## src/eeprom_host_pkg.sv

```systemverilog
package eeprom_host_pkg;

    // clock and timing, each figure in its own unit
    localparam int CLK_NS = 5;
    localparam int WP_NS = 150;
    localparam int WP_CYC = (WP_NS + CLK_NS - 1) / CLK_NS;
    localparam int AS_NS = 30;
    localparam int AS_CYC = (AS_NS + CLK_NS - 1) / CLK_NS;
    localparam int AH_NS = 125;
    localparam int AH_CYC = (AH_NS + CLK_NS - 1) / CLK_NS;
    localparam int WPH_NS = 50;
    localparam int WPH_CYC = (WPH_NS + CLK_NS - 1) / CLK_NS;
    localparam int HOLD_CYC = (AH_CYC > WPH_CYC) ? AH_CYC : WPH_CYC;
    localparam int BLW_US = 150;
    localparam int BLW_CYC = BLW_US * 1000 / CLK_NS;
    localparam int TWC_MS = 10;
    localparam int TWC_CYC = TWC_MS * 1000000 / CLK_NS;
    localparam int PWRUP_MS = 5;
    localparam int PWRUP_CYC = PWRUP_MS * 1000000 / CLK_NS;

    // pin widths
    localparam int ADDR_W = 19;
    localparam int CODE_W = 15;

    // command sequence codes
    localparam logic [7:0] DAT_AA = 8'hAA;
    localparam logic [7:0] DAT_55 = 8'h55;
    localparam logic [7:0] DAT_A0 = 8'hA0;
    localparam logic [7:0] DAT_80 = 8'h80;
    localparam logic [7:0] DAT_20 = 8'h20;
    localparam logic [14:0] ADR_5555 = 15'h5555;
    localparam logic [14:0] ADR_2AAA = 15'h2AAA;
    localparam logic [2:0] LEN_PLAIN = 3'h0;
    localparam logic [2:0] LEN_PROTECT = 3'h3;
    localparam logic [2:0] LEN_UNPROTECT = 3'h6;

    // reset values of the pins
    localparam logic [ADDR_W-1:0] ADDR_RST = 19'h0_0000;
    localparam logic [7:0] DATA_RST = 8'h00;

    typedef enum logic [1:0] {OP_PLAIN, OP_PROTECT, OP_UNPROTECT} op_t;

    typedef struct packed {
        op_t op;
        logic [2:0] block;
        logic [9:0] page;
        logic [7:0] count;
    } request_t;

    typedef struct packed {
        logic [ADDR_W-1:0] addr;
        logic [7:0] data;
        logic dataDriveN;
        logic csN;
        logic weN;
        logic oeN;
    } pins_t;

endpackage

```

## src/eeprom_page_host.sv

```systemverilog
// Contract
// - next byte load starts inside load window
// - page address constant for whole page
// - low fifteen address bits carry command codes
// - three writes enable protection or unlock
// - six writes disable protection
// - protected block needs unlock before writes
// - page load limited to page size
`timescale 1ns/1ps
module eeprom_page_host
    import eeprom_host_pkg::*;
#(
    parameter int BLOCK_LSB = 17,
    parameter int BLOCK_W = 2,
    parameter int OFFS_W = 7,
    parameter int TWC_CYCLES = TWC_CYC,
    parameter int PWRUP_CYCLES = PWRUP_CYC,
    parameter int BLW_CYCLES = BLW_CYC
)
(
    input wire logic clk,
    input wire logic rst_n,
    input wire logic loadValid,
    output logic loadReady,
    input wire logic [OFFS_W-1:0] loadIdx,
    input wire logic [7:0] loadData,
    input wire logic reqValid,
    output logic reqReady,
    input wire eeprom_host_pkg::request_t req,
    output logic busy,
    output logic done,
    output eeprom_host_pkg::pins_t pins,
    input wire logic [7:0] dataIn
);
    import eeprom_host_pkg::*;

    localparam int PAGE_BYTES = 1 << OFFS_W;
    localparam logic [7:0] PAGE_MAX = 8'(PAGE_BYTES);
    localparam logic [ADDR_W-1:0] BLOCK_MASK =
        ADDR_W'((1 << (BLOCK_LSB + BLOCK_W)) - (1 << BLOCK_LSB));
    localparam logic [ADDR_W-1:0] PAGE_MASK =
        ADDR_W'((1 << BLOCK_LSB) - (1 << OFFS_W));
    localparam logic [ADDR_W-1:0] OFFS_MASK =
        ADDR_W'((1 << OFFS_W) - 1);

    typedef enum logic [2:0]
    {
        ST_POWERUP, ST_IDLE, ST_SETUP, ST_PULSE, ST_HOLD, ST_PROGRAM
    } state_t;

    state_t state, next_state;
    logic [31:0] cnt, next_cnt;
    logic [7:0] seqIdx, next_seqIdx;
    logic [7:0] total, next_total;
    request_t cur, next_cur;
    pins_t next_pins;
    logic next_done;

    // number of command writes in front of the page bytes
    function automatic logic [2:0] cmdLen(op_t op);
        logic [2:0] n;
        n = LEN_PLAIN;
        unique case (op)
            OP_PLAIN: n = LEN_PLAIN;
            OP_PROTECT: n = LEN_PROTECT;
            OP_UNPROTECT: n = LEN_UNPROTECT;
            default: n = LEN_PLAIN;
        endcase
        return n;
    endfunction

    // command code for one step: {address, data}
    function automatic logic [22:0] cmdWord(op_t op, logic [7:0] idx);
        logic [22:0] w;
        w = {ADR_5555, DAT_AA};
        if (op == OP_UNPROTECT)
        begin
            unique case (idx)
                8'h00: w = {ADR_5555, DAT_AA};
                8'h01: w = {ADR_2AAA, DAT_55};
                8'h02: w = {ADR_5555, DAT_80};
                8'h03: w = {ADR_5555, DAT_AA};
                8'h04: w = {ADR_2AAA, DAT_55};
                default: w = {ADR_5555, DAT_20};
            endcase
        end
        else
        begin
            unique case (idx)
                8'h00: w = {ADR_5555, DAT_AA};
                8'h01: w = {ADR_2AAA, DAT_55};
                default: w = {ADR_5555, DAT_A0};
            endcase
        end
        return w;
    endfunction

    // block lines sit above the page and offset fields
    function automatic logic [ADDR_W-1:0] blockBits(logic [2:0] blk);
        // width and position set per variant
        return (ADDR_W'(blk) << BLOCK_LSB) & BLOCK_MASK;
    endfunction

    // page bytes reuse the request's block and page
    wire logic [2:0] curLen = cmdLen(cur.op);
    wire logic isCmd = seqIdx < {5'h00, curLen};
    wire logic [7:0] offset = seqIdx - {5'h00, curLen};
    wire logic [22:0] cmdNow = cmdWord(cur.op, seqIdx);
    wire logic [7:0] memData;
    wire logic [7:0] clampCount =
        (req.count > PAGE_MAX) ? PAGE_MAX : req.count;
    wire logic [7:0] reqTotal = clampCount + {5'h00, cmdLen(req.op)};
    // only the low fifteen bits carry the code
    wire logic [ADDR_W-1:0] cmdAddr =
        blockBits(cur.block) | ADDR_W'(cmdNow[22:8]);
    // page field held from the request all page long
    wire logic [ADDR_W-1:0] pageAddr = blockBits(cur.block) |
        ((ADDR_W'(cur.page) << OFFS_W) & PAGE_MASK) |
        (ADDR_W'(offset) & OFFS_MASK);
    wire logic [ADDR_W-1:0] byteAddr = isCmd ? cmdAddr : pageAddr;
    wire logic [7:0] byteData = isCmd ? cmdNow[7:0] : memData;

    // buffer is only loaded while no transfer reads it
    assign loadReady = (state == ST_IDLE);
    assign reqReady = (state == ST_IDLE);
    assign busy = (state != ST_IDLE);

    page_buffer #(
        .WIDTH(8),
        .DEPTH(PAGE_BYTES),
        .AW(OFFS_W)
    ) buffer (
        .clk(clk),
        .rst_n(rst_n),
        .wrEn(loadValid && loadReady),
        .wrAddr(loadIdx),
        .wrData(loadData),
        .rdAddr(offset[OFFS_W-1:0]),
        .rdData(memData)
    );

    // sequencer: each byte is setup, strobe low, then hold
    always_comb
    begin
        next_state = state;
        next_cnt = cnt + 32'h0000_0001;
        next_seqIdx = seqIdx;
        next_total = total;
        next_cur = cur;
        next_pins = pins;
        next_done = 1'b0;
        unique case (state)
            ST_POWERUP:
            begin
                // stay off the bus until device accepts writes
                if (cnt >= 32'(PWRUP_CYCLES - 1))
                begin
                    next_state = ST_IDLE;
                    next_cnt = '0;
                end
            end
            ST_IDLE:
            begin
                next_cnt = '0;
                if (reqValid)
                begin
                    next_cur = req;
                    next_total = reqTotal;
                    next_seqIdx = '0;
                    if (reqTotal == 8'h00)
                        next_done = 1'b1;
                    else
                        next_state = ST_SETUP;
                end
            end
            ST_SETUP:
            begin
                // output enable stays high for writes
                next_pins.oeN = 1'b1;
                next_pins.csN = 1'b0;
                if (cnt == 32'h0000_0001)
                begin
                    next_pins.addr = byteAddr;
                    next_pins.data = byteData;
                    next_pins.dataDriveN = 1'b0;
                end
                if (cnt == 32'(AS_CYC + 1))
                begin
                    next_pins.weN = 1'b0;
                    next_state = ST_PULSE;
                    next_cnt = '0;
                end
            end
            ST_PULSE:
            begin
                // strobe far wider than any glitch
                if (cnt == 32'(WP_CYC - 1))
                begin
                    next_pins.weN = 1'b1;
                    next_state = ST_HOLD;
                    next_cnt = '0;
                end
            end
            ST_HOLD:
            begin
                if (cnt == 32'(HOLD_CYC - 1))
                begin
                    next_cnt = '0;
                    if (seqIdx == total - 8'h01)
                    begin
                        next_pins.dataDriveN = 1'b1;
                        next_pins.csN = 1'b1;
                        next_state = ST_PROGRAM;
                    end
                    else
                    begin
                        // next strobe well inside load window
                        next_seqIdx = seqIdx + 8'h01;
                        next_state = ST_SETUP;
                    end
                end
            end
            ST_PROGRAM:
            begin
                // wait full cycle so protect state settles
                if (cnt == 32'(TWC_CYCLES - 1))
                begin
                    next_state = ST_IDLE;
                    next_cnt = '0;
                    next_done = 1'b1;
                end
            end
        endcase
    end

    // pins idle: deselected, strobes high, bus released
    always_ff @(posedge clk)
    begin
        if (!rst_n)
        begin
            state <= ST_POWERUP;
            cnt <= '0;
            seqIdx <= '0;
            total <= '0;
            cur <= '0;
            pins <= {ADDR_RST, DATA_RST, 1'b1, 1'b1, 1'b1, 1'b1};
            done <= 1'b0;
        end
        else
        begin
            state <= next_state;
            cnt <= next_cnt;
            seqIdx <= next_seqIdx;
            total <= next_total;
            cur <= next_cur;
            pins <= next_pins;
            done <= next_done;
        end
    end
endmodule

```

## src/page_buffer.sv

```systemverilog
`timescale 1ns/1ps
module page_buffer
#(
    parameter int WIDTH = 8,
    parameter int DEPTH = 128,
    parameter int AW = 7
)
(
    input wire logic clk,
    input wire logic rst_n,
    input wire logic wrEn,
    input wire logic [AW-1:0] wrAddr,
    input wire logic [WIDTH-1:0] wrData,
    input wire logic [AW-1:0] rdAddr,
    output logic [WIDTH-1:0] rdData
);
    logic [WIDTH-1:0] mem [DEPTH];

    // storage has no reset, only the read register does
    always_ff @(posedge clk)
    begin
        if (wrEn)
            mem[wrAddr] <= wrData;
    end

    // read data always comes out of a register
    always_ff @(posedge clk)
    begin
        if (!rst_n)
            rdData <= '0;
        else
            rdData <= mem[rdAddr];
    end
endmodule

```

## config.mk

```make
export PLATFORM = sky130hd
export DESIGN_NAME = eeprom_page_host
export DESIGN_NICKNAME = d
export VERILOG_FILES = /design/src/eeprom_host_pkg.sv /design/src/eeprom_page_host.sv /design/src/page_buffer.sv
export SDC_FILE = /design/constraint.sdc
export NUM_CORES = 1
export LEC_CHECK = 0
export BUFFER_PORTS_ARGS = -buffer_cell sky130_fd_sc_hd__clkbuf_2
export CAP_MARGIN = 25
export CORE_MARGIN = 10
export CORE_UTILIZATION = 50
export CTS_CLUSTER_SIZE = 20
export DETAILED_ROUTE_END_ITERATION = 7
export GPL_TIMING_DRIVEN = 0
export PLACE_DENSITY = 0.66
export SKIP_CTS_REPAIR_TIMING = 1
export SLEW_MARGIN = 20
export SYNTH_ARGS = -nofsm -noshare
export SYNTH_HDL_FRONTEND = slang
export SYNTH_SLANG_ARGS = --single-unit
```

## constraint.sdc

```tcl
create_clock -name clk -period 6.4 [get_ports clk]
set_clock_uncertainty 0.15 [all_clocks]
set_input_delay 0 -clock clk [delete_from_list [all_inputs] [get_ports clk]]
set_output_delay 0 -clock clk [all_outputs]
set_load 0.05 [all_outputs]
```

# == Word level (Yosys, flattened, before mapping) ==
# Memories as Yosys holds them, arrays and structs flattened. A register that Yosys moved wholly into a read port is not among the register bits.
# Index checks and enable logic that the tools add are counted.
# totals
mem_count,1
ff_bits,96
input_bits,50
rom_bits,0
latchBits,0
ram_bits,1024
out_inout_bits,35
wordCells,112
# classes
n_shift,0
multipliers,0
div,0
n_reduce_logical,17
magnitude_cmp,3
n_addsub,5
n_mux,40
n_eq_ne,30
bitwise,3
# memory_table
name,words,word_bits,read_ports,rd_ports_with_merged_regs,write_ports,line,rtl
buffer.mem,128,8,1,1,1,page_buffer.sv:17,logic [WIDTH-1:0] mem [DEPTH];
# ops
operator,count
32-bit case mux with 6 select lines,1
32-bit two-way mux,5
23-bit case mux with 3 select lines,1
32-bit by 5-bit == test with 1-bit output (second input constant),2
23-bit case mux with 2 select lines,1
8-bit two-way mux,5
32-bit by 1-bit adder with 32-bit output (second input constant),1
32-bit by 1-bit == test with 1-bit output (second input constant),1
32-bit by 21-bit == test with 1-bit output (second input constant),1
32-bit by 3-bit == test with 1-bit output (second input constant),1
32-bit by 20-bit >= comparator with 1-bit output (second input constant),1
3-bit two-way mux,8
23-bit two-way mux,1
19-bit two-way mux,1
19-bit by 15-bit OR with 19-bit output,1
19-bit by 17-bit OR with 19-bit output,1
19-bit by 7-bit OR with 19-bit output,1
2-bit inequality test (second input constant),9
3-bit case mux with 6 select lines,1
8-bit by 2-bit == test with 1-bit output (second input constant),2
8-bit zero test,2
8-bit case mux with 2 select lines,1
3-bit case mux with 2 select lines,2
8-bit by 1-bit adder with 8-bit output (second input constant),1
28 further kinds,47

# == Longest topological paths before layout ==
# depth
word_depth,7
depth_mapped,13
depth_no_buf,12

# == By module ==
# A second synthesis with hierarchy kept.
# unflattened
cells_unflattened,2677
hier_area_um2,45308.5
# modules_own_cells
mod,area_per_inst_um2,seq_area_each_um2,cells_each,n_inst
page_buffer,40277.4,30909.6,2041,1
eeprom_page_host,5031.1,1921.8,636,1

# == Least setup slack after synthesis ==
# OpenSTA, ideal clock, no wires.
# synth_path
kind,register to register
startpoint,reg cur[22] in the netlist's numbering
endpoint,reg buffer.rdData[0] (read register of buffer.mem)
arrival_time_ps,2972
stages_incl_launch_ff,12
setup_time_ps,124
synth_period_minus_slack_ps,3246
slack_ps,3154
path_buffers,3
required_ps,6126
cell_sequence,dfxtp_1 inv_1 ha_1 ha_1 clkbuf_1 clkbuf_1 buf_1 mux4_2 mux2i_1 o22ai_1 nor4_1 nand2_1
# synth_via
elab_chain_cells,3
elab_cells_between_ends,4
cone_classes,add/sub: 1; eq/ne: 2; mux: 1
# synth_rtl
element,line,rtl
from (decl),eeprom_page_host.sv:55,"request_t cur, next_cur;"
from (signal assigned),eeprom_page_host.sv:255,cur <= next_cur;
2-bit == test or 2-bit by 1-bit == test with 1-bit output (tied branches),eeprom_page_host.sv:63,unique case (op)
3-bit case mux with 2 select lines *,eeprom_page_host.sv:63,
7-bit by 3-bit subtractor with 7-bit output *,eeprom_page_host.sv:107,"wire logic [7:0] offset = seqIdx - {5'h00, curLen};"
to (decl),page_buffer.sv:15,output logic [WIDTH-1:0] rdData
# Every way passes the cells marked *; elsewhere a longest branch is shown, timed or not.
# A chain may end at the register's enable or synchronous reset.

# == Worst setup path after layout ==
# layout_path
startpoint,reg cur[22] in the netlist's numbering
endpoint,reg buffer.rdData[7] (read register of buffer.mem)
# Same word-level chain as after synthesis.

==> metrics.txt <==
# TYPE chip_impl_metric gauge
chip_impl_info{name="status",value="finished clean"} 1
chip_impl_metric{name="detail-route-antenna-nets",unit=""} 0
chip_impl_metric{name="numCtsBuffers",unit=""} 111
chip_impl_metric{name="routedWlPerCell",unit="um"} 29.0
chip_impl_metric{name="die_x",unit="um"} 319
chip_impl_metric{name="initial_core_util",unit=""} 0.505
chip_impl_metric{name="worst-slew-pin-transition",unit="ps"} 1100
chip_impl_info{name="timing.hold.worst_endpoint",value="buffer.mem[118][5]"} 1
chip_impl_metric{name="synth_cell_types",unit=""} 59
chip_impl_info{name="clk_root_buffer_cell",value="sky130_fd_sc_hd__clkbuf_16"} 1
chip_impl_metric{name="timing.critical_path.arrival",unit="ps"} 5990
chip_impl_metric{name="fin_ws",unit="ps"} 778
chip_impl_info{name="worstSetupStartpoint",value="cur[22]"} 1
chip_impl_metric{name="detail_route.wirelength",unit="mm"} 115
chip_impl_metric{name="worst-path-buf-inv",unit=""} 4
chip_impl_metric{name="synthCells",unit=""} 2421
chip_impl_metric{name="yosysWarnings",unit=""} 0
chip_impl_metric{name="finalNetCount",unit=""} 2768
chip_impl_metric{name="grt_overflow_total",unit=""} 0
chip_impl_metric{name="area_growth_syn_to_layout",unit="%"} 14.6
chip_impl_metric{name="globalplace.congestion",unit=""} 0.922
chip_impl_metric{name="core-area",unit="mm2"} 0.0886
chip_impl_info{name="timing_worst_setup_path_type",value="flip-flop to flip-flop"} 1
chip_impl_metric{name="leakage",unit="nW"} 16.5
chip_impl_info{name="path_common_cell",value="sky130_fd_sc_hd__clkbuf_1"} 1
chip_impl_info{name="crit_family",value="buffers and inverters"} 1
chip_impl_info{name="yosys.cell_count.top_type",value="sky130_fd_sc_hd__edfxtp_1"} 1
chip_impl_metric{name="fmax",unit="GHz"} 0.178
chip_impl_metric{name="largest_net_degree_at_the_start_of_global_routing",unit=""} 107
chip_impl_metric{name="critPathRequiredTime",unit="ps"} 6770
chip_impl_info{name="cp-end-kind",value="flip-flop"} 1
chip_impl_metric{name="power.ir.vdd_worst",unit="uV"} 255
chip_impl_metric{name="hold-path-cell-count",unit=""} 2
chip_impl_metric{name="worst_path_fanout_max",unit=""} 10
chip_impl_metric{name="port_buffers",unit=""} 74
chip_impl_metric{name="grt_pass1_wl",unit="mm"} 166
chip_impl_metric{name="finalMaxSlewViolations",unit=""} 0
chip_impl_metric{name="synth.ff_latch_count",unit=""} 1128
chip_impl_info{name="timing.hold.worst.class",value="input pin to flip-flop"} 1
chip_impl_info{name="start_kind",value="flip-flop"} 1
chip_impl_metric{name="synth_top_area_frac",unit=""} 0.687
chip_impl_info{name="tritoncts_clock_tree",value="built"} 1
chip_impl_metric{name="synth_seq_area_share",unit=""} 0.733
chip_impl_metric{name="grt_util_all_layers",unit=""} 0.222
chip_impl_metric{name="clock_sink_count",unit=""} 1128
chip_impl_metric{name="r2r.worst_path.cells",unit=""} 12
chip_impl_metric{name="clkLatencyLatePin",unit="ps"} 700
chip_impl_metric{name="placementRows",unit=""} 109
chip_impl_metric{name="final-hold-violation-count",unit=""} 0
chip_impl_metric{name="clk_pin_slew",unit="ps"} 60
chip_impl_metric{name="max_slew_margin",unit=""} 0.267
chip_impl_metric{name="detailedRoute.firstIterationViolations",unit=""} 2861
chip_impl_metric{name="h-tree-depth",unit=""} 3
chip_impl_metric{name="min_period",unit="ps"} 5620
chip_impl_metric{name="synth-async-reset-ratio",unit=""} 0
chip_impl_metric{name="critPathMaxStageDelay",unit="ps"} 750
chip_impl_info{name="worst_r2r_startpoint",value="cur[22]"} 1
chip_impl_metric{name="antenna_found_initial",unit=""} 8
chip_impl_metric{name="via_count",unit=""} 24202
chip_impl_metric{name="drt-pass1-iter-count",unit=""} 8
chip_impl_metric{name="maxCapViolations",unit=""} 0
chip_impl_metric{name="clock_tree.buffer_depth",unit=""} 3
chip_impl_metric{name="num_io_pins",unit=""} 85
chip_impl_info{name="worst_r2r_endpoint",value="buffer.rdData[7]"} 1
chip_impl_metric{name="preCtsSetupSlack",unit="ps"} 905
chip_impl_info{name="synth_top_cells_by_area",value="sky130_fd_sc_hd__edfxtp_1 69%, sky130_fd_sc_hd__mux4_2 13%, sky130_fd_sc_hd__dfxtp_1 4.7%"} 1
chip_impl_metric{name="tns",unit="ps"} 0
chip_impl_metric{name="setup_viol",unit=""} 0
chip_impl_metric{name="syn-num-nets",unit=""} 2492
chip_impl_metric{name="flop2flop_setup_slack",unit="ps"} 780
chip_impl_metric{name="netlist_area",unit="mm2"} 0.0448
chip_impl_metric{name="drive_gt1_frac",unit=""} 0.191
chip_impl_metric{name="synth_enable_flop_cells",unit=""} 1024
chip_impl_metric{name="die_height",unit="um"} 319
chip_impl_metric{name="period_share",unit=""} 0.878
chip_impl_info{name="synth_top_area_cell",value="sky130_fd_sc_hd__edfxtp_1"} 1
chip_impl_info{name="critPathSlowestCell",value="sky130_fd_sc_hd__nor4_1"} 1
chip_impl_metric{name="post_drt_via_cell_ratio",unit=""} 6.12
chip_impl_info{name="unrepaired_setup_endpoints_after_global_routing",value="no"} 1
chip_impl_metric{name="grt_pass1_vias",unit=""} 24039
chip_impl_metric{name="fp.dieArea",unit="mm2"} 0.102
chip_impl_info{name="hp-start",value="loadData[5]"} 1
chip_impl_metric{name="power_density_normalized_to_cell_area",unit="mW/mm2"} 286
chip_impl_metric{name="detailed_placement_wirelength_estimate",unit="mm"} 77.6
chip_impl_info{name="synth.top_cells.by_count",value="1024 x sky130_fd_sc_hd__edfxtp_1, 256 x sky130_fd_sc_hd__mux4_2, 200 x sky130_fd_sc_hd__nor2_1, 133 x sky130_fd_sc_hd__mux2i_1, 122 x sky130_fd_sc_hd__nand2_1"} 1
chip_impl_metric{name="detail_route.drc_violations",unit=""} 0
chip_impl_info{name="dominantRegCellSynth",value="sky130_fd_sc_hd__edfxtp_1"} 1
chip_impl_metric{name="post_synth.cell_area_avg",unit="um2"} 18.5
chip_impl_info{name="worstPathCellList",value="inv_1 > ha_1 > ha_1 > fa_1 > clkbuf_1 > clkbuf_1 > clkbuf_1 > mux4_2 > mux2i_1 > o22ai_1 > nor4_1 > nand2_1"} 1
## final cells by class
| cell class | count | area, um2 |
|---|---|---|
| antenna | 3 | 7.51 |
| buffer | 122 | 492 |
| clock buffer | 149 | 2990 |
| clock inverter | 55 | 584 |
| fill | 6564 | 37300 |
| inverter | 27 | 101 |
| multi-input combinational | 1144 | 11300 |
| sequential | 1128 | 32800 |
| tap | 1165 | 1460 |
| timing repair buffer | 163 | 1490 |
## layer usage
metal	wire (um)	global-route usage
met1	45000	0.292
met4	4610	0.0780
met2	55200	0.358
met5	76	0
met3	9750	0.0569
## cell usage in the layout (no fill, tap or decap), types with 25 or more instances in the layout
cell type | Yosys | routed
sky130_fd_sc_hd__xor2_1 | 25 | 25
sky130_fd_sc_hd__clkbuf_16 | 0 | 112
sky130_fd_sc_hd__nor2_1 | 200 | 200
sky130_fd_sc_hd__mux4_2 | 256 | 256
sky130_fd_sc_hd__dfxtp_1 | 104 | 104
sky130_fd_sc_hd__clkbuf_2 | 0 | 70
sky130_fd_sc_hd__xnor2_1 | 26 | 26
sky130_fd_sc_hd__nand3_1 | 46 | 46
sky130_fd_sc_hd__clkbuf_1 | 94 | 122
sky130_fd_sc_hd__edfxtp_1 | 1024 | 1024
sky130_fd_sc_hd__dlygate4sd3_1 | 0 | 65
sky130_fd_sc_hd__o22ai_1 | 64 | 64
sky130_fd_sc_hd__inv_1 | 27 | 27
sky130_fd_sc_hd__mux2i_1 | 133 | 133
sky130_fd_sc_hd__nand2_1 | 122 | 122
sky130_fd_sc_hd__a21oi_1 | 38 | 38
sky130_fd_sc_hd__o21ai_0 | 27 | 27
## flip-flops by register name (all words and copies together), names as in the netlist
name and cells:
done 1, buffer.mem 1024, cnt 32, cur 14, state 3, total 8
pins 30, buffer.rdData 8, seqIdx 8
## cell families after synthesis
kind of cell / after synthesis / synth area share
simple gates: 480 / 0.0486
compound gates: 202 / 0.0301
flops: 1128 / 0.733
xor+xnor: 51 / 0.00998
other cells: 1 / 0.0000838
buf+inv: 149 / 0.0130
fa+ha+maj: 21 / 0.00621
mux: 389 / 0.159
## power by group
part / switching [mW] / internal, mW
Sequential: 0.00181 / 8.03
Clock: 2.74 / 3.65
Combinational: 0.170 / 0.0645
Total: 2.91 / 11.7
## stage by stage
stage / cells / utilization / hold WS (ps) / power, mW / area (um2)
after global routing: 3954 / 0.579 / 90.2 / 15.0 / 51300
final: 3956 / 0.579 / 99.7 / 14.7 / 51300
after CTS: 3880 / 0.570 / -630 / 14.7 / 50600
after floorplan: 2421 / - / -51.1 / 8.23 / 44800
after global placement: 3660 / 0.526 / 86.3 / 8.38 / 46600
after detailed placement: 3676 / 0.530 / 103 / 8.40 / 47000
## worst max-delay path by stage
stage | endpoint | slack [ps] | cells after the start
after global routing | buffer.rdData[6] | 700 | 11
after CTS | buffer.rdData[6] | 940 | 11
final | buffer.rdData[7] | 780 | 12
after floorplan | buffer.rdData[0] | 3150 | 11
after detailed placement | buffer.rdData[6] | 900 | 11
after global placement | buffer.rdData[6] | 990 | 12
No activity file was read; power rests on OpenSTA's default activity.
